File: config.mk
export PLATFORM = sky130hd
export DESIGN_NAME = core_status_option_trim_regs
export DESIGN_NICKNAME = d
export VERILOG_FILES = /design/src/core_regs_pkg.sv /design/src/flag_alu.sv /design/src/pin_cfg_gate.sv /design/src/core_status_option_trim_regs.sv
export SDC_FILE = /design/constraint.sdc
export NUM_CORES = 1
export LEC_CHECK = 0
export BUFFER_PORTS_ARGS = -buffer_cell sky130_fd_sc_hd__buf_2
export CORE_MARGIN = 1
export CORE_UTILIZATION = 45
export CTS_CLUSTER_SIZE = 24
export DETAILED_ROUTE_END_ITERATION = 8
export PLACE_DENSITY = 0.89
export SYNTH_ARGS = -nofsm -noshare
export SYNTH_HDL_FRONTEND = slang
export SYNTH_SLANG_ARGS = --single-unit
export TNS_END_PERCENT = 1
File: constraint.sdc
create_clock -name ref_clk -period 2.1 [get_ports ref_clk]
set_input_delay 0.105 -clock ref_clk [delete_from_list [all_inputs] [get_ports ref_clk]]
set_output_delay 0.105 -clock ref_clk [all_outputs]
set_load 0.05 [all_outputs]
File: src/core_regs_pkg.sv
package core_regs_pkg;
  localparam int DATA_W = 8;
  localparam int TRIM_W = 7;
  // Status field positions
  localparam int ST_C = 0;
  localparam int ST_HALF = 1;
  localparam int ST_Z = 2;
  localparam int ST_SLEEP = 3;
  localparam int ST_WDOG = 4;
  localparam int ST_PAGE = 5;
  localparam int ST_CMPW = 6;
  localparam int ST_PINW = 7;
  localparam int NIB_W = 4;
  // Configuration field positions
  localparam int CF_WAKE_N = 7;
  localparam int CF_PULL_N = 6;
  localparam int CF_SRC = 5;
  localparam int CF_EDGE = 4;
  localparam int CF_TGT = 3;
  localparam int CF_RATE_HI = 2;
  localparam int PAGE_BIT = 9;
  localparam logic [7:0] CFG_RESET = 8'hFF;
  localparam logic [7:0] ST_RESET = 8'h18;
  localparam logic [6:0] TRIM_RESET = 7'h7F;
  localparam logic [7:0] ST_WR_MASK = 8'hE0;
  localparam logic [7:0] ST_FLAG_MASK = 8'h07;

  typedef enum logic [3:0] {
    OP_NONE = 4'h0,
    OP_ADD = 4'h1,
    OP_SUB = 4'h2,
    OP_RRF = 4'h3,
    OP_RLF = 4'h4,
    OP_LOGIC = 4'h5
  } alu_op_t;

  typedef struct packed {
    alu_op_t op;
    logic [7:0] a;
    logic [7:0] b;
    logic carry_in;
  } alu_req_t;

  typedef struct packed {
    logic [7:0] result;
    logic zero;
    logic half;
    logic carry;
    logic sets_z;
    logic sets_dc_c;
  } alu_res_t;

  typedef struct packed {
    logic pin_wake_enable_n;
    logic pin_pullup_enable_n;
    logic timer_source_select;
    logic timer_edge_select;
    logic prescaler_target;
    logic [2:0] prescale_rate;
  } cfg_t;

  typedef struct packed {
    logic [7:0] status;
    cfg_t cfg;
    logic [6:0] trim;
  } core_state_t;
endpackage

File: src/flag_alu.sv
`timescale 1ns/1ps
module flag_alu (
  // Operation in
  input core_regs_pkg::alu_req_t req,
  // Result and flags out
  output core_regs_pkg::alu_res_t res
);
  import core_regs_pkg::*;
  logic [8:0] sum;
  logic [4:0] nib;
  always_comb begin
    res = '0;
    sum = '0;
    nib = '0;
    unique case (req.op)
      OP_ADD: begin
        sum = {1'b0, req.a} + {1'b0, req.b};
        nib = {1'b0, req.a[NIB_W-1:0]} + {1'b0, req.b[NIB_W-1:0]};
        res.result = sum[7:0];
        res.half = nib[NIB_W];
        res.carry = sum[8];
        res.sets_z = 1'b1;
        res.sets_dc_c = 1'b1;
      end
      OP_SUB: begin
        // Result is b - a; flags hold inverted borrow
        sum = {1'b0, req.b} - {1'b0, req.a};
        nib = {1'b0, req.b[NIB_W-1:0]} - {1'b0, req.a[NIB_W-1:0]};
        res.result = sum[7:0];
        res.half = ~nib[NIB_W];
        res.carry = ~sum[8];
        res.sets_z = 1'b1;
        res.sets_dc_c = 1'b1;
      end
      OP_RRF: begin
        res.result = {req.carry_in, req.a[7:1]};
        res.carry = req.a[0];
        res.sets_dc_c = 1'b1;
      end
      OP_RLF: begin
        res.result = {req.a[6:0], req.carry_in};
        res.carry = req.a[7];
        res.sets_dc_c = 1'b1;
      end
      OP_LOGIC: begin
        res.result = req.b;
        res.sets_z = 1'b1;
      end
      OP_NONE: begin
        res.result = req.b;
      end
      default: begin
        res.result = req.b;
      end
    endcase
    res.zero = (res.result == 8'h00);
  end
endmodule

File: src/pin_cfg_gate.sv
`timescale 1ns/1ps
module pin_cfg_gate #(
  parameter int PINS = 4
) (
  // Configuration and direction
  input core_regs_pkg::cfg_t cfg,
  input wire logic [PINS-1:0] pin_direction,
  // Per-pin enables
  output logic [PINS-1:0] pin_wake_en,
  output logic [PINS-1:0] pin_pull_en
);
  import core_regs_pkg::*;
  genvar i;
  generate
    for (i = 0; i < PINS; i++) begin : g_pin
      // Output pins lose wake and pull-up whatever the enables say
      assign pin_wake_en[i] = ~cfg.pin_wake_enable_n & pin_direction[i];
      assign pin_pull_en[i] = ~cfg.pin_pullup_enable_n & pin_direction[i];
    end
  endgenerate
endmodule

File: src/core_status_option_trim_regs.sv
`timescale 1ns/1ps
module core_status_option_trim_regs #(
  parameter int PINS = 4,
  parameter int EXT_PIN = 2
) (
  // Clock and resets
  input wire logic ref_clk,
  input wire logic rst,
  input wire logic por_event,
  input wire logic pin_wake_reset,
  input wire logic cmp_wake_reset,
  // Instruction execution
  input core_regs_pkg::alu_req_t alu_req,
  input wire logic dest_status,
  input wire logic dest_trim,
  input wire logic cfg_load,
  input wire logic [7:0] w_acc,
  input wire logic watchdog_clear_instruction,
  input wire logic sleep_instruction,
  input wire logic watchdog_timeout,
  // Pin direction
  input wire logic [PINS-1:0] pin_direction,
  // Register reads and ALU result
  output logic [7:0] status_rd,
  output logic [7:0] trim_rd,
  output logic [7:0] alu_result,
  // Configuration effects
  output core_regs_pkg::cfg_t cfg_out,
  output logic page_base_hi,
  output logic signed [6:0] trim_code,
  output logic [PINS-1:0] pin_wake_en,
  output logic [PINS-1:0] pin_pull_en,
  output logic [PINS-1:0] pin_direction_eff,
  output logic timer_uses_ext_clock,
  output logic timer_count_falling,
  output logic prescale_on_watchdog,
  output logic [8:0] timer_prescale_div,
  output logic [7:0] watchdog_prescale_div
);
  import core_regs_pkg::*;

  core_state_t s_q;
  core_state_t s_d;
  alu_res_t res;
  logic [7:0] st_wr;
  logic [8:0] wdog_div_full;

  // Shift amount is four bits wide so that the top timer code does not wrap
  function automatic logic [8:0] rate_div(input logic [2:0] code, input logic timer_side);
    logic [8:0] one;
    logic [3:0] amt;
    one = 9'h001;
    amt = timer_side ? ({1'b0, code} + 4'h1) : {1'b0, code};
    rate_div = one << amt;
  endfunction

  flag_alu u_alu (
    .req(alu_req),
    .res(res)
  );

  pin_cfg_gate #(.PINS(PINS)) u_gate (
    .cfg(s_q.cfg),
    .pin_direction(pin_direction),
    .pin_wake_en(pin_wake_en),
    .pin_pull_en(pin_pull_en)
  );

  always_comb begin
    s_d = s_q;
    st_wr = s_q.status;
    if (dest_status) begin
      // Page and wake bits take ordinary writes; Z takes them only when the op does not set Z, HALF and C only when the op does not set C
      st_wr = (s_q.status & ~ST_WR_MASK) | (res.result & ST_WR_MASK);
      if (!res.sets_z) begin
        st_wr[ST_Z] = res.result[ST_Z];
      end
      if (!res.sets_dc_c) begin
        st_wr[ST_HALF] = res.result[ST_HALF];
        st_wr[ST_C] = res.result[ST_C];
      end
    end
    // Flags produced by the instruction win over the write
    if (res.sets_z) begin
      st_wr[ST_Z] = res.zero;
    end
    if (res.sets_dc_c) begin
      st_wr[ST_C] = res.carry;
      if (alu_req.op == OP_ADD || alu_req.op == OP_SUB) begin
        st_wr[ST_HALF] = res.half;
      end
    end
    if (watchdog_clear_instruction) begin
      st_wr[ST_SLEEP] = 1'b1;
      st_wr[ST_WDOG] = 1'b1;
    end else if (sleep_instruction) begin
      st_wr[ST_SLEEP] = 1'b0;
      st_wr[ST_WDOG] = 1'b1;
    end
    if (watchdog_timeout) begin
      st_wr[ST_WDOG] = 1'b0;
    end
    s_d.status = st_wr;
    if (cfg_load) begin
      s_d.cfg = cfg_t'(w_acc);
    end
    if (dest_trim && !dest_status) begin
      s_d.trim = res.result[DATA_W-1:1];
    end
    if (por_event) begin
      s_d.status[ST_SLEEP] = 1'b1;
      s_d.status[ST_WDOG] = 1'b1;
      s_d.status[ST_PINW] = 1'b0;
      s_d.status[ST_CMPW] = 1'b0;
      s_d.status[ST_PAGE] = 1'b0;
      s_d.cfg = cfg_t'(CFG_RESET);
      s_d.trim = TRIM_RESET;
    end else if (pin_wake_reset || cmp_wake_reset) begin
      s_d.status[ST_PINW] = pin_wake_reset;
      s_d.status[ST_CMPW] = cmp_wake_reset;
      s_d.status[ST_PAGE] = 1'b0;
      s_d.cfg = cfg_t'(CFG_RESET);
      s_d.trim = TRIM_RESET;
    end
  end

  always_ff @(posedge ref_clk or posedge rst) begin
    if (rst) begin
      s_q.status <= ST_RESET;
      s_q.cfg <= cfg_t'(CFG_RESET);
      s_q.trim <= TRIM_RESET;
    end else begin
      s_q <= s_d;
    end
  end

  assign status_rd = s_q.status;
  assign trim_rd = {s_q.trim, 1'b0};
  assign trim_code = s_q.trim;
  assign alu_result = res.result;
  assign cfg_out = s_q.cfg;
  assign page_base_hi = s_q.status[ST_PAGE];
  assign timer_uses_ext_clock = s_q.cfg.timer_source_select;
  assign timer_count_falling = s_q.cfg.timer_edge_select;
  assign prescale_on_watchdog = s_q.cfg.prescaler_target;
  assign timer_prescale_div = rate_div(s_q.cfg.prescale_rate, 1'b1);
  assign wdog_div_full = rate_div(s_q.cfg.prescale_rate, 1'b0);
  assign watchdog_prescale_div = wdog_div_full[DATA_W-1:0];

  always_comb begin
    pin_direction_eff = pin_direction;
    if (s_q.cfg.timer_source_select) begin
      pin_direction_eff[EXT_PIN] = 1'b1;
    end
  end

  chk_cfg_load: assert property (@(posedge ref_clk) disable iff (rst)
    cfg_load && !por_event && !pin_wake_reset && !cmp_wake_reset
      |=> cfg_out == $past(w_acc)) else $error("config not loaded");
  chk_cfg_hold: assert property (@(posedge ref_clk) disable iff (rst)
    !cfg_load && !por_event && !pin_wake_reset && !cmp_wake_reset
      |=> $stable(cfg_out)) else $error("config changed without load");
  chk_cfg_reset: assert property (@(posedge ref_clk) disable iff (rst)
    por_event |=> cfg_out == cfg_t'(CFG_RESET)) else $error("config not all ones");
  chk_sleep_clear: assert property (@(posedge ref_clk) disable iff (rst)
    sleep_instruction && !watchdog_clear_instruction && !por_event
      |=> !status_rd[ST_SLEEP]) else $error("sleep bit not cleared");
  chk_timeout_flag: assert property (@(posedge ref_clk) disable iff (rst)
    watchdog_timeout && !por_event |=> !status_rd[ST_WDOG]) else $error("expiry bit stuck");
  chk_zero_flag: assert property (@(posedge ref_clk) disable iff (rst)
    res.sets_z |=> status_rd[ST_Z] == ($past(alu_result) == 8'h00)) else $error("zero wrong");
  chk_trim_bit0: assert property (@(posedge ref_clk) disable iff (rst)
    trim_rd[0] == 1'b0) else $error("trim bit0 set");
  chk_pull_out: assert property (@(posedge ref_clk) disable iff (rst)
    (pin_pull_en & ~pin_direction) == '0) else $error("pull-up on output pin");
  chk_ro_bits: assert property (@(posedge ref_clk) disable iff (rst)
    dest_status && !watchdog_clear_instruction && !sleep_instruction && !watchdog_timeout
      && !por_event |=> status_rd[ST_WDOG:ST_SLEEP] == $past(status_rd[ST_WDOG:ST_SLEEP]))
    else $error("read-only bits written");

  // Arithmetic flags
  chk_add_half: assert property (@(posedge ref_clk) disable iff (rst)
    alu_req.op == OP_ADD |=> status_rd[ST_HALF] == (({1'b0, $past(alu_req.a[NIB_W-1:0])}
      + {1'b0, $past(alu_req.b[NIB_W-1:0])}) > 5'h0F)) else $error("add half wrap wrong");

  chk_sub_half: assert property (@(posedge ref_clk) disable iff (rst)
    alu_req.op == OP_SUB |=> status_rd[ST_HALF]
      == ($past(alu_req.b[NIB_W-1:0]) >= $past(alu_req.a[NIB_W-1:0])))
    else $error("sub half wrap wrong");

  chk_add_carry: assert property (@(posedge ref_clk) disable iff (rst)
    alu_req.op == OP_ADD |=> status_rd[ST_C] == (({1'b0, $past(alu_req.a)}
      + {1'b0, $past(alu_req.b)}) > 9'h0FF)) else $error("add carry wrong");

  chk_sub_carry: assert property (@(posedge ref_clk) disable iff (rst)
    alu_req.op == OP_SUB |=> status_rd[ST_C] == ($past(alu_req.b) >= $past(alu_req.a)))
    else $error("sub carry wrong");

  chk_rrf_carry: assert property (@(posedge ref_clk) disable iff (rst)
    alu_req.op == OP_RRF |=> status_rd[ST_C] == $past(alu_req.a[0]))
    else $error("rotate right carry wrong");

  chk_rlf_carry: assert property (@(posedge ref_clk) disable iff (rst)
    alu_req.op == OP_RLF |=> status_rd[ST_C] == $past(alu_req.a[DATA_W-1]))
    else $error("rotate left carry wrong");

  chk_flag_override: assert property (@(posedge ref_clk) disable iff (rst)
    dest_status && alu_req.op == OP_ADD |=> status_rd[ST_Z] == ($past(alu_result) == 8'h00))
    else $error("status write beat zero flag");

  // Reset cause, power and page bits
  chk_clear_bits: assert property (@(posedge ref_clk) disable iff (rst)
    watchdog_clear_instruction && !watchdog_timeout
      |=> status_rd[ST_WDOG:ST_SLEEP] == 2'b11) else $error("clear did not set bits");

  chk_sleep_expiry: assert property (@(posedge ref_clk) disable iff (rst)
    sleep_instruction && !watchdog_timeout |=> status_rd[ST_WDOG])
    else $error("sleep did not set expiry bit");

  chk_pin_wake: assert property (@(posedge ref_clk) disable iff (rst)
    pin_wake_reset && !por_event |=> status_rd[ST_PINW])
    else $error("pin wake bit not set");

  chk_cmp_wake: assert property (@(posedge ref_clk) disable iff (rst)
    cmp_wake_reset && !por_event |=> status_rd[ST_CMPW])
    else $error("comparator wake bit not set");

  chk_por_status: assert property (@(posedge ref_clk) disable iff (rst)
    por_event |=> status_rd[ST_PINW:ST_SLEEP] == 5'b00011)
    else $error("power-up status wrong");

  chk_page_write: assert property (@(posedge ref_clk) disable iff (rst)
    dest_status && !por_event && !pin_wake_reset && !cmp_wake_reset
      |=> page_base_hi == $past(alu_result[ST_PAGE])) else $error("page bit not written");

  // Configuration
  chk_wake_cfg: assert property (@(posedge ref_clk) disable iff (rst)
    pin_wake_reset || cmp_wake_reset |=> cfg_out == cfg_t'(CFG_RESET))
    else $error("config not reset by wake");

  chk_wake_off: assert property (@(posedge ref_clk) disable iff (rst)
    cfg_out.pin_wake_enable_n |-> pin_wake_en == '0)
    else $error("wake enabled while disabled");

  chk_wake_on: assert property (@(posedge ref_clk) disable iff (rst)
    !cfg_out.pin_wake_enable_n |-> pin_wake_en == pin_direction)
    else $error("wake enable wrong");

  chk_pull_off: assert property (@(posedge ref_clk) disable iff (rst)
    cfg_out.pin_pullup_enable_n |-> pin_pull_en == '0)
    else $error("pull-up on while disabled");

  chk_pull_on: assert property (@(posedge ref_clk) disable iff (rst)
    !cfg_out.pin_pullup_enable_n |-> pin_pull_en == pin_direction)
    else $error("pull-up enable wrong");

  chk_ext_dir: assert property (@(posedge ref_clk) disable iff (rst)
    timer_uses_ext_clock |-> pin_direction_eff[EXT_PIN])
    else $error("clock pin not forced to input");

  chk_dir_pass: assert property (@(posedge ref_clk) disable iff (rst)
    !timer_uses_ext_clock |-> pin_direction_eff == pin_direction)
    else $error("direction altered");

  chk_timer_div: assert property (@(posedge ref_clk) disable iff (rst)
    timer_prescale_div[{1'b0, cfg_out.prescale_rate} + 4'h1]
      && $countones(timer_prescale_div) == 1) else $error("timer rate wrong");

  chk_wdog_div: assert property (@(posedge ref_clk) disable iff (rst)
    watchdog_prescale_div[cfg_out.prescale_rate]
      && $countones(watchdog_prescale_div) == 1) else $error("watchdog rate wrong");

  // Trim
  chk_trim_reset: assert property (@(posedge ref_clk) disable iff (rst)
    por_event |=> trim_rd == {TRIM_RESET, 1'b0})
    else $error("trim not reset");

  chk_trim_write: assert property (@(posedge ref_clk) disable iff (rst)
    dest_trim && !dest_status && !por_event && !pin_wake_reset && !cmp_wake_reset
      |=> trim_code == $past(alu_result[DATA_W-1:1])) else $error("trim not written");
endmodule

# After elaboration in Yosys (flattened, before gate mapping)
# Cells that the tools add are included.
[classes]
n_shift = 2
n_eq_ne = 5
muxes = 22
n_bitwise = 13
reduce_logical = 14
n_addsub = 5
[op_table]
columns = ["cell", "n"]
rows = [
  ["$pmux 8 s4", 1],
  ["$mux 15", 2],
  ["$mux 8", 2],
  ["$mux 2", 5],
  ["$add 8x8->9", 1],
  ["$reduce_bool 3->1", 3],
  ["$shl 1x4->9 const A", 1],
  ["$sub 8x8->9", 1],
  ["$and 1x1->1", 8],
  ["$eq 4x2->1 const B", 2],
  ["$eq 4x3->1 const B", 2],
  ["$logic_not 8->1", 1],
  ["$or 5x8->8", 1],
  ["$shl 1x3->8 const A", 1],
  ["$mux 1", 7],
  ["$mux 7", 1],
  ["$mux 3", 2],
  ["$add 4x4->5", 1],
  ["$reduce_bool 5->1", 1],
  ["$sub 4x4->5", 1],
  ["$add 3x1->4 const B", 1],
  ["$eq 4x1->1 const B", 1],
  ["$not 1->1", 4],
  ["$pmux 1 s4", 1],
  ["8 further kinds", 10],
]
[totals]
in_bits = 44
ff_bits = 23
wordCells = 74

# Longest topological paths before layout
# Gate-level depths: netlist (run 1).
[depth]
word_depth = 9
ltp_mapped = 12
ltp_nobuf = 12

# Cells and area by module
# Synthesis (run 1) repeated with hierarchy kept, for this count alone.
[hier_totals]
hier_cells = 310
hier_area_um2 = 2498.6
[by_module_without_submodules]
columns = ["module", "instances", "seq_area_each_um2", "cells_each", "area_each_um2"]
rows = [
  ["core_status_option_trim_regs", 1, 596.8, 132, 1281.2],
  ["flag_alu", 1, 0.0, 170, 1167.4],
  ["pin_cfg_gate", 1, 0.0, 8, 50.0],
]

# Worst setup path after synthesis (run 1)
# OpenSTA, ideal clock, no wires.
[synth_path]
path_kind = "input-to-reg"
startpoint = "in alu_req[1] in the netlist's numbering"
endpoint = "reg s_q (netlist bit status_rd[2])"
path_buffers = 0
t_arrival_ns = 2.936
required_time_ns = 2.032
path_slack_ns = -0.903
cell_stages = 11
setup_time_ns = 0.068
path_cell_list = "inv_1 -> ha_1 -> inv_1 -> fa_1 -> or3b_2 -> o221a_1 -> o32a_1 -> or4_1 -> a221o_1 -> nor3_2 -> a32o_1"
[synth_between]
word_cells_on_any_way = 7
cone_classes = "2 x add/sub; 4 x mux; 1 x reduce/logical"
[synth_lines]
columns = ["item", "line", "text"]
rows = [
  ["start, declared", "core_status_option_trim_regs.sv:13", "input core_regs_pkg::alu_req_t alu_req,"],
  ["$sub 8x8->9 or $add 8x8->9 (tied branches)", "flag_alu.sv:27, flag_alu.sv:17", ""],
  ["$pmux 8 s4 (*)", "flag_alu.sv:15", "unique case (req.op)"],
  ["named net alu_result[1]", "core_status_option_trim_regs.sv:26", "output logic [7:0] alu_result,"],
  ["$logic_not 8->1 (*)", "flag_alu.sv:56", "res.zero = (res.result == 8'h00);"],
  ["$mux 1 (*)", "core_status_option_trim_regs.sv:84", "if (res.sets_z) begin"],
  ["end, declared", "core_status_option_trim_regs.sv:42", "core_state_t s_q;"],
]
# Mark *: on every way through the listed nets, which the timed path passes. The rest lies on a longest branch. The select of a mux whose other input is x is not followed.
# A chain may end at the register's enable or synchronous reset.

# Worst setup path after layout (run 1)
[layout_path]
startpoint = "in alu_req[1] in the netlist's numbering"
endpoint = "reg s_q (netlist bit status_rd[2])"
[layout_between]
elab_chain_cells = 5
word_cells_on_any_way = 7
cone_classes = "2 x add/sub; 4 x mux; 1 x reduce/logical"
[layout_lines]
columns = ["item", "line", "text"]
rows = [
  ["$sub 8x8->9 or $add 8x8->9 (tied branches)", "flag_alu.sv:27, flag_alu.sv:17", ""],
  ["$pmux 8 s4 (*)", "flag_alu.sv:15", ""],
  ["$mux 1", "core_status_option_trim_regs.sv:75", "if (!res.sets_z) begin"],
  ["$mux 8", "core_status_option_trim_regs.sv:72", "if (dest_status) begin"],
  ["$mux 1 (*)", "core_status_option_trim_regs.sv:84", ""],
]
# Every way passes the cells marked *; elsewhere a longest branch is shown, timed or not. The select of a mux whose other input is x is not followed.

==> results.py, run 1 <==
metrics = {
    "run_status": {
        "status": "complete, but fails checks",
        "violations": "setup timing",
    },
    "pwr": {
        "finalPower_w": 0.00158,
        "pwr-share-clk": 0.170,
        "switchingPower_w": 0.000648,
        "peakVddDrop_mv": 0.246,
        "power_frac_comb": 0.524,
        "power_density_nw_per_um2": 433,
        "switching_share": 0.411,
        "internal-power_w": 0.000930,
        "pwr-share-seq": 0.306,
        "p_leak_nw": 1.80,
    },
    "clocking": {
        "cts.sinks": 23,
        "numCtsBuffers": 3,
        "cts_setup_buffers": 0,
        "cts.htree.levels": 1,
        "clkTransAtPathRegs_ns": 0.08,
        "cts_buffer_depth": 2,
        "cts_root_buf": "clkbuf_8",
        "cts_tree": "done",
        "clock_latency_ns": 0.26,
    },
    "detailed_routing": {
        "antenna_left": 0,
        "wirelength_um": 8360,
        "drcViolationCount": 0,
        "firstDrtPassIters": 5,
        "first_iter_violations": 119,
        "vias": 2948,
        "drt-wirelength-per-cell_um": 16.0,
        "drt-vias-per-instance": 5.63,
    },
    "place": {
        "place.gp.congestion": 0.970,
        "placed_area_sq_um": 3430,
        "portBuffers": 114,
        "dp_hpwl_um": 6460,
        "place_ws_ns": -0.921,
    },
    "floorplanning": {
        "core_sq_um": 5200,
        "die-area_sq_um": 5800,
        "initial_core_util": 0.475,
        "num_rows": 26,
        "die_h_um": 76.2,
        "io_pins": 116,
        "dieWidth_um": 76.2,
    },
    "global_route": {
        "grt_first_pass_wirelength_um": 13100,
        "grt_usage": 0.276,
        "grt_start_max_net_pins": 24,
        "antenna_found_initial": 0,
        "grt_overflow": 0,
        "grt_pass1_vias": 2804,
    },
    "final_layout": {
        "layout.nets": 519,
        "syn_to_final_growth_pct": 47.2,
        "insertedDiodeCount": 0,
        "postLayoutCellArea_sq_um": 3640,
        "final_layout_size_suffix_gt1_frac": 0.496,
    },
    "synth": {
        "ys.flop_type": "dfstp_2",
        "netlist_instances": 307,
        "avgSynthCellArea_sq_um": 8.06,
        "syn_area_sq_um": 2470,
        "ys_warn_count": 0,
        "async_reset_ff_frac": 1.00,
        "synth_fp_nets": 371,
        "synth-seq-cells": 23,
        "ys_types": 59,
        "synth-seq-area-share": 0.241,
        "synth_edf_count": 0,
    },
    "critical_path": {
        "path_class": "input pin to register",
        "crit_path_max_fanout": 2,
        "critPathRequiredTime_ns": 2.30,
        "crit_path_end_kind": "register",
        "cp.arrival_ns": 2.75,
        "startpoint_type": "input pin",
    },
    "sta": {
        "max_freq_ghz": 0.393,
        "fin_ws_ns": -0.444,
        "hold_viol_final": 0,
        "fin_crit_sh": 1.21,
        "skew_ns": 0,
        "finalMaxSlewViolations": 0,
        "finalSetupViolCount": 6,
        "layout_min_cycle_time_ns": 2.54,
        "worst_slew_pin_slew_ns": 0.828,
        "slew-limit-headroom": 0.448,
        "rsz0062_at_grt": "yes",
    },
    "flow_run": {
        "maxCapViolations": 0,
    },
    "worst_hold_path": {
        "hp-class": "input pin to asynchronous set/reset pin",
    },
}
-- state kept, by name, indices dropped and copies added (netlist names) --
register and flops:
status_rd 8, prescale_on_watchdog 1, trim_code 7, timer_uses_ext_clock 1
timer_count_falling 1, cfg_out 5
-- logic make-up (layout without fill, tap and decap cells) --
group                      Yosys count  after routing  share of synthesized area
AOI/OAI and AO/OA                   79             79                      0.226
xor gates and xnor gates             2              2                    0.00708
other                                1              1                    0.00152
buffers and inverters               56            203                      0.114
muxes                               17             17                     0.0693
adders and majority gates           20             20                      0.107
and+or+nand+nor                    109            109                      0.234
DFF                                 23             23                      0.241
-- Yosys cell counts, types with 6 or more instances --
cell,instances,area share
a21oi_1,15,0.030
buf_4,15,0.046
clkbuf_1,13,0.020
dfrtp_1,6,0.061
dfstp_2,17,0.18
ha_1,18,0.091
inv_1,25,0.038
mux2i_1,16,0.065
nand2_1,24,0.036
nor2_1,21,0.032
nor2b_1,16,0.040
nor3_1,13,0.026
o211ai_1,7,0.021
o21ai_0,11,0.022
-- power groups by stage --
stage	Combinational, W	Clock [W]	Sequential, W
after floorplan	0.000416	0	0.000556
after global placement	0.000737	0	0.000488
after detailed placement	0.000757	0	0.000489
after CTS	0.000792	0.000273	0.000482
after global routing	0.000881	0.000286	0.000485
final	0.000826	0.000269	0.000483
-- cell usage in the layout (no fill, tap or decap), types with 3 or more instances in the layout --
cell type  instances
buf_4             63
o21a_1             4
o21ai_0            7
dfstp_2           17
or3_1              4
mux2i_1           14
nor3_1            13
dfrtp_1            6
o211ai_1           7
and3_1             4
ha_4               3
ha_1              14
a21oi_1           15
nand2_1           24
o21bai_1           4
a31oi_1            5
clkbuf_8           3
buf_6              3
o21ai_1            3
nand2b_1           5
or2_2              4
nor2b_1           15
inv_1             23
o22ai_1            3
buf_2            105
nor2_1            21
-- final cells by class --
cell class	count	area (sq um)
clock buffer	4	45.0
fill	409	1560
inverter	25	106
multi-input combinational	228	1740
sequential	23	597
tap	70	87.6
timing repair buffer	174	1070
-- per-stage QoR --
step                      cells  TNS [ns]  hold slack (ns)  utilization
after floorplan             307     -2.01           0.0943            -
after detailed placement    519     -5.50            0.256        0.659
after CTS                   524     -1.31          0.00808        0.685
after global routing        524     -1.85           0.0378        0.700
after global placement      519     -4.51            0.257        0.659
final                       524     -1.12          0.00140        0.700
-- final timing paths --
kind                       slack, ns              start            to  cells after the start
max                            -0.44         alu_req[1]  status_rd[2]                     12
min in group ref_clk               0  sleep_instruction  status_rd[3]                      2
min                            0.001                rst  status_rd[7]                      2
max reg2reg                     1.03         cfg_out[2]    cfg_out[2]                      2
max in group asynchronous       1.59                rst  status_rd[1]                      2
min reg2reg                     0.49       status_rd[3]  status_rd[3]                      2
-- what timing repair did --
item	in CTS	in global routing
setup endpoints to repair	12	18
pin swaps	9	3
hold endpoints to repair	1	0
resized for setup	24	17
hold buffers	1	0
-- worst max-delay path, stage by stage --
cell and delay, ns:
buf_12 0.11, inv_12 0.04, ha_4 0.12, inv_2 0.03
fa_1 0.44, or3b_4 0.39, o221a_1 0.13, o32a_4 0.31
or4_4 0.51, a221o_1 0.29, nor3_2 0.10, a32o_1 0.17
-- layer usage --
| metal | share of wire | vias to the layer above | track usage |
|---|---|---|---|
| li1 | - | 1379 | - |
| met1 | 0.39 | 1378 | 0.333 |
| met2 | 0.51 | 163 | 0.495 |
| met3 | 0.074 | 28 | 0.0263 |
| met4 | 0.029 | 0 | 0.127 |
| met5 | 0 | - | 0 |
Note: power is estimated with default switching activity, not from simulation.
==> inputs of run 2 (changes only) <==
CORE_MARGIN = default   (was 1)
CTS_BUF_LIST = sky130_fd_sc_hd__clkbuf_16   (was default)
==> run 2 against run 1 <==
Critical path depth is the same. Via count grew 0.37%. Wire length grew 0.56%. Global-route usage is essentially flat. The run still ends with setup timing left. Core utilization grew 0.65 points. Count of clock-buffer cells in the layout shrank 1. Worst setup slack lost 0.015 ns. Hold slack gained 0.013 ns. Maximum frequency shrank 0.57%. Total power grew 8.6%. First-iteration DRC count shrank 5.0%.
==> results.py, run 2 (synthesis gave the netlist of run 1 again) <==
metrics = {
    "place": {
        "placed_area_sq_um": 3430,
        "dp_hpwl_um": 6460,
        "place.gp.congestion": 0.970,
        "place_ws_ns": -0.921,
        "portBuffers": 114,
    },
    "clocking": {
        "cts_root_buf": "clkbuf_16",
        "cts.htree.levels": 1,
        "cts.sinks": 23,
        "cts_tree": "done",
        "numCtsBuffers": 3,
        "cts_buffer_depth": 2,
        "clkTransAtPathRegs_ns": 0.06,
        "clock_latency_ns": 0.25,
    },
    "global_route": {
        "grt_pass1_vias": 2819,
        "antenna_found_initial": 0,
        "grt_first_pass_wirelength_um": 13100,
        "grt_usage": 0.276,
        "grt_overflow": 0,
        "grt_start_max_net_pins": 24,
    },
    "sta": {
        "finalMaxSlewViolations": 0,
        "layout_min_cycle_time_ns": 2.56,
        "fin_crit_sh": 1.22,
        "hold_slack_ns": 0.0144,
        "skew_ns": 0,
        "fin_ws_ns": -0.458,
        "worst_slew_pin_slew_ns": 0.833,
        "slew-limit-headroom": 0.444,
        "finalSetupViolCount": 6,
        "max_freq_ghz": 0.391,
        "rsz0062_at_grt": "yes",
        "hold_viol_final": 0,
    },
    "final_layout": {
        "largest_reg_flops": 8,
        "layout.nets": 519,
        "syn_to_final_growth_pct": 48.6,
        "postLayoutCellArea_sq_um": 3680,
        "multi_input_area_sq_um": 1740,
        "final_layout_size_suffix_gt1_frac": 0.496,
        "fillers": 401,
        "utilization": 0.706,
        "insertedDiodeCount": 0,
        "final_cell_mix": "buf_2, buf_4, nand2_1, inv_1, nor2_1",
        "regArea_sq_um": 597,
        "final_common_cell": "buf_2",
    },
    "flow_run": {
        "maxCapViolations": 0,
    },
    "detailed_routing": {
        "vias": 2959,
        "antenna_left": 0,
        "drt-wirelength-per-cell_um": 16.0,
        "drt-vias-per-instance": 5.65,
        "first_iter_violations": 113,
        "wirelength_um": 8410,
        "firstDrtPassIters": 4,
        "drcViolationCount": 0,
    },
    "pwr": {
        "power_density_nw_per_um2": 466,
        "peakVddDrop_mv": 0.267,
        "p_leak_nw": 1.82,
    },
    "floorplanning": {
        "die-area_sq_um": 5800,
        "num_rows": 26,
        "die_h_um": 76.2,
        "io_pins": 116,
        "dieWidth_um": 76.2,
        "core_sq_um": 5200,
        "initial_core_util": 0.475,
    },
    "run_status": {
        "status": "complete, but fails checks",
        "violations": "setup timing",
    },
    "critical_path": {
        "path_class": "input pin to register",
        "critPathRequiredTime_ns": 2.29,
        "crit_path_max_fanout": 2,
        "startpoint_type": "input pin",
        "crit_path_end_kind": "register",
        "cp.arrival_ns": 2.75,
    },
    "worst_hold_path": {
        "hp-class": "input pin to asynchronous set/reset pin",
    },
}
## run 2: through the flow
stage	std cells	setup TNS [ns]	total power (W)
after floorplan	307	-2.01	0.000972
after global placement	519	-4.51	0.00122
after detailed placement	519	-5.50	0.00125
after CTS	524	-1.33	0.00168
after global routing	524	-1.92	0.00179
final	524	-1.11	0.00171
## run 2: power breakdown
group | internal (W) | switching (W) | total, W
Sequential | 0.000469 | 0.0000152 | 0.000484
Combinational | 0.000327 | 0.000501 | 0.000827
Clock | 0.000254 | 0.000149 | 0.000403
## run 2: worst max-delay path, stage by stage
cell and delay (ns):
buf_12 0.11, inv_12 0.04, ha_4 0.12, inv_2 0.03, fa_1 0.44, or3b_4 0.39, o221a_1 0.13, o32a_4 0.31
or4_4 0.51, a221o_1 0.29, nor3_2 0.10, a32o_1 0.17
## run 2: area by class of cell
cell class / instances / share of cell area
timing repair buffer: 174 / 0.291
tap: 70 / 0.0238
sequential: 23 / 0.162
multi-input combinational: 228 / 0.473
clock buffer: 3 / 0.0204
clock inverter: 1 / 0.00102
inverter: 25 / 0.0289
## run 2: path summary, 6_finish.rpt
path / start / slack, ns / depth (start not counted) / end
max: alu_req[1] / -0.46 / 12 / status_rd[2]
min: rst / 0.01 / 2 / status_rd[7]
max reg2reg: cfg_out[2] / 1.08 / 2 / cfg_out[2]
min reg2reg: status_rd[3] / 0.49 / 2 / status_rd[3]
max in group asynchronous: rst / 1.57 / 2 / status_rd[1]
min in group ref_clk: sleep_instruction / 0.02 / 2 / status_rd[3]
## run 2: timing repair
item	4_1_cts	5_1_grt
buffers inserted	0	0
hold buffers	1	0
setup endpoints to repair	12	18
hold endpoints to repair	1	0
gates cloned	0	0
resized for setup	24	17
pin swaps	9	3
## run 2: metal layers
metal | vias up | wire length, um | track usage
met3 | 22 | 537 | 0.0335
met2 | 146 | 4320 | 0.491
li1 | 1380 | - | -
met4 | 0 | 210 | 0.135
met5 | - | 0 | 0
met1 | 1411 | 3340 | 0.328
==> inputs of run 3 (changes only) <==
SYNTH_HIERARCHICAL = 1   (was default)
==> run 3 against run 2 <==
Register-to-register slack is essentially flat. Via count shrank 3.8%. The run still ends with setup timing left. Synthesized cell count grew 0.98%. Design area shrank 0.14%. Core utilization shrank 0.53 points. Highest routed layer unchanged. Count of clock-buffer cells in the layout is the same. Sequential share of layout area is essentially flat. Die area grew 0.93%. Largest cell class unchanged. Maximum frequency grew 14%. Hold slack lost 0.0053 ns. Global-route usage grew 1.4 points.
==> results.py, run 3 <==
metrics = {
    "run_status": {
        "status": "complete, but fails checks",
        "violations": "setup timing",
    },
    "sta": {
        "worst_slew_pin_slew_ns": 0.811,
        "finalMaxSlewViolations": 0,
        "fin_ws_ns": -0.139,
        "hold_viol_final": 0,
        "rsz0062_at_grt": "yes",
        "layout_min_cycle_time_ns": 2.24,
        "max_freq_ghz": 0.447,
        "slew-limit-headroom": 0.459,
        "skew_ns": 0,
        "fin_crit_sh": 1.07,
        "finalSetupViolCount": 6,
    },
    "pwr": {
        "pwr-share-seq": 0.274,
        "power_density_nw_per_um2": 484,
        "pwr-share-clk": 0.228,
        "peakVddDrop_mv": 0.523,
        "p_leak_nw": 1.85,
        "internal-power_w": 0.00108,
        "switching_share": 0.390,
        "power_frac_comb": 0.498,
        "switchingPower_w": 0.000693,
        "finalPower_w": 0.00178,
    },
    "detailed_routing": {
        "firstDrtPassIters": 4,
        "drt-vias-per-instance": 5.40,
        "first_iter_violations": 210,
        "drcViolationCount": 0,
        "vias": 2846,
        "wirelength_um": 8380,
        "drt-wirelength-per-cell_um": 15.9,
        "antenna_left": 0,
    },
    "global_route": {
        "grt_most_used_layer": "met2",
        "grt_use_met3": 0.0359,
        "grt_start_max_net_pins": 24,
        "grt_overflow": 0,
        "grt.met2_usage": 0.514,
        "grt_first_pass_wirelength_um": 13900,
        "grt_pass1_vias": 2865,
        "grt_usage": 0.290,
        "use_met1": 0.356,
        "antenna_found_initial": 0,
    },
    "final_layout": {
        "syn_to_final_growth_pct": 47.0,
        "final_layout_size_suffix_gt1_frac": 0.514,
        "layout.nets": 523,
        "insertedDiodeCount": 0,
        "final_cell_mix": "buf_2, buf_4, nand2_1, nor2_1, inv_1",
        "largest_reg_flops": 8,
        "final_common_cell": "buf_2",
        "stdcell_count": 527,
    },
    "place": {
        "dp_hpwl_um": 6410,
        "place.gp.congestion": 0.914,
        "portBuffers": 114,
        "place_ws_ns": -0.558,
        "dp_cells": 520,
    },
    "clocking": {
        "cts.htree.levels": 1,
        "clkTransAtPathRegs_ns": 0.06,
        "cts_buffer_depth": 2,
        "clock_latency_ns": 0.26,
        "cts_tree": "done",
        "cts_root_buf": "clkbuf_16",
        "numCtsBuffers": 3,
        "cts.sinks": 23,
    },
    "worst_hold_path": {
        "hp-class": "input pin to asynchronous set/reset pin",
    },
    "critical_path": {
        "crit_top_cell": "or3_1",
        "crit_path_max_fanout": 3,
        "r2r_setup_slack_ns": 1.08,
        "cp.arrival_ns": 2.42,
        "worstPathCellList": "buf_8, ha_2, fa_2, xor2_2, o32ai_2, a311o_2, or3_1, or3_1, nor4_2, nand2_1, o21ai_1",
        "path_class": "input pin to register",
        "reg2reg_to": "status_rd[1]",
        "startpoint_type": "input pin",
        "critPathLaunch": "alu_req[1]",
        "crit_path_end_kind": "register",
        "max_stage_delay_ns": 0.39,
        "timing.rr.start": "status_rd[1]",
        "crit_slowest_cell": "fa_2",
        "cp_num_cells": 11,
        "critPathRequiredTime_ns": 2.29,
        "critical_path.top_delay_family": "simple AND/OR/NAND/NOR gates",
        "reg2reg_depth": 2,
        "cp_num_buf_inv": 1,
    },
    "synth": {
        "avgSynthCellArea_sq_um": 8.06,
        "synth_fp_nets": 375,
        "async_reset_ff_frac": 1.00,
        "synth-seq-cells": 23,
        "synth_edf_count": 0,
        "yosysTopAreaCell": "dfstp_2",
        "synth_area_leaders": "dfstp_2, ha_1, dfrtp_1",
        "netlist_instances": 310,
        "ys.flop_type": "dfstp_2",
        "yosysMostFrequentCell": "nand2_1",
        "ys_warn_count": 6,
        "syn_area_sq_um": 2500,
        "ys_types": 57,
        "synth-seq-area-share": 0.239,
        "synth_common_cells": "nand2_1, nor2_1, inv_1, a21oi_1, ha_1",
        "synth_top_area_frac": 0.179,
    },
    "floorplanning": {
        "dieWidth_um": 76.5,
        "io_pins": 116,
        "initial_core_util": 0.477,
        "core_sq_um": 5240,
        "num_rows": 26,
        "die-area_sq_um": 5850,
        "die_h_um": 76.5,
    },
    "flow_run": {
        "maxCapViolations": 0,
    },
}
[run 3: final cells by class]
type                            count  area [sq um]
Clock inverter                      1          5.00
Multi-Input combinational cell    235          1770
Timing Repair Buffer              173          1050
Sequential cell                    23           597
Inverter                           22          85.1
Fill cell                         414          1570
Clock buffer                        3          75.1
Tap cell                           70          87.6
[run 3: power by group through the flow]
stage                     Clock (W)  Combinational, W  Sequential (W)
after floorplan                   0          0.000441        0.000562
after detailed placement          0          0.000785        0.000492
after CTS                  0.000416          0.000825        0.000486
final                      0.000406          0.000885        0.000487
after global placement            0          0.000768        0.000493
after global routing       0.000433          0.000942        0.000489
[run 3: metal layers]
layer | wire (um) | up-vias
li1 | - | 1346
met1 | 3510 | 1363
met2 | 4250 | 109
met3 | 376 | 28
met4 | 242 | 0
met5 | 0 | -
[run 3: worst max-delay path by stage]
stage              endpoint
2_1_floorplan  status_rd[2]
3_3_place_gp   status_rd[2]
3_5_place_dp   status_rd[2]
4_1_cts        status_rd[2]
5_1_grt        status_rd[2]
6_report       status_rd[2]
[run 3: per-stage QoR]
step                      hold WS, ns  utilization  TNS (ns)  area [sq um]
final                         0.00917        0.701    -0.445          3670
after detailed placement        0.260        0.643     -3.76          3370
after global placement          0.259        0.643     -2.70          3370
after floorplan                0.0943            -     -2.03          2510
after CTS                     0.00705        0.680    -0.668          3560
after global routing           0.0148        0.701     -1.13          3670
[run 3: worst register-to-register path, delay by kind of cell (launching register included)]
family,cells,cell delay (ns)
flip-flops,1,0.40
multiplexers,2,0.51
[run 3: logic make-up after synthesis]
| group | after synthesis | synth area share |
|---|---|---|
| other | 1 | 0.00150 |
| flip-flops | 23 | 0.239 |
| buffers and inverters | 52 | 0.120 |
| AND/OR/NAND/NOR | 122 | 0.246 |
| AO/OA/AOI/OAI | 65 | 0.178 |
| adder cells (fa/ha/maj) | 21 | 0.111 |
| multiplexers | 16 | 0.0691 |
| XOR/XNOR | 10 | 0.0351 |
[run 3: timing repair]
item	4_1_cts	5_1_grt
setup endpoints to repair	10	11
pin swaps	12	11
buffers inserted	1	1
hold buffers	1	0
gates resized for setup	28	21
endpoints found under the hold margin	1	0
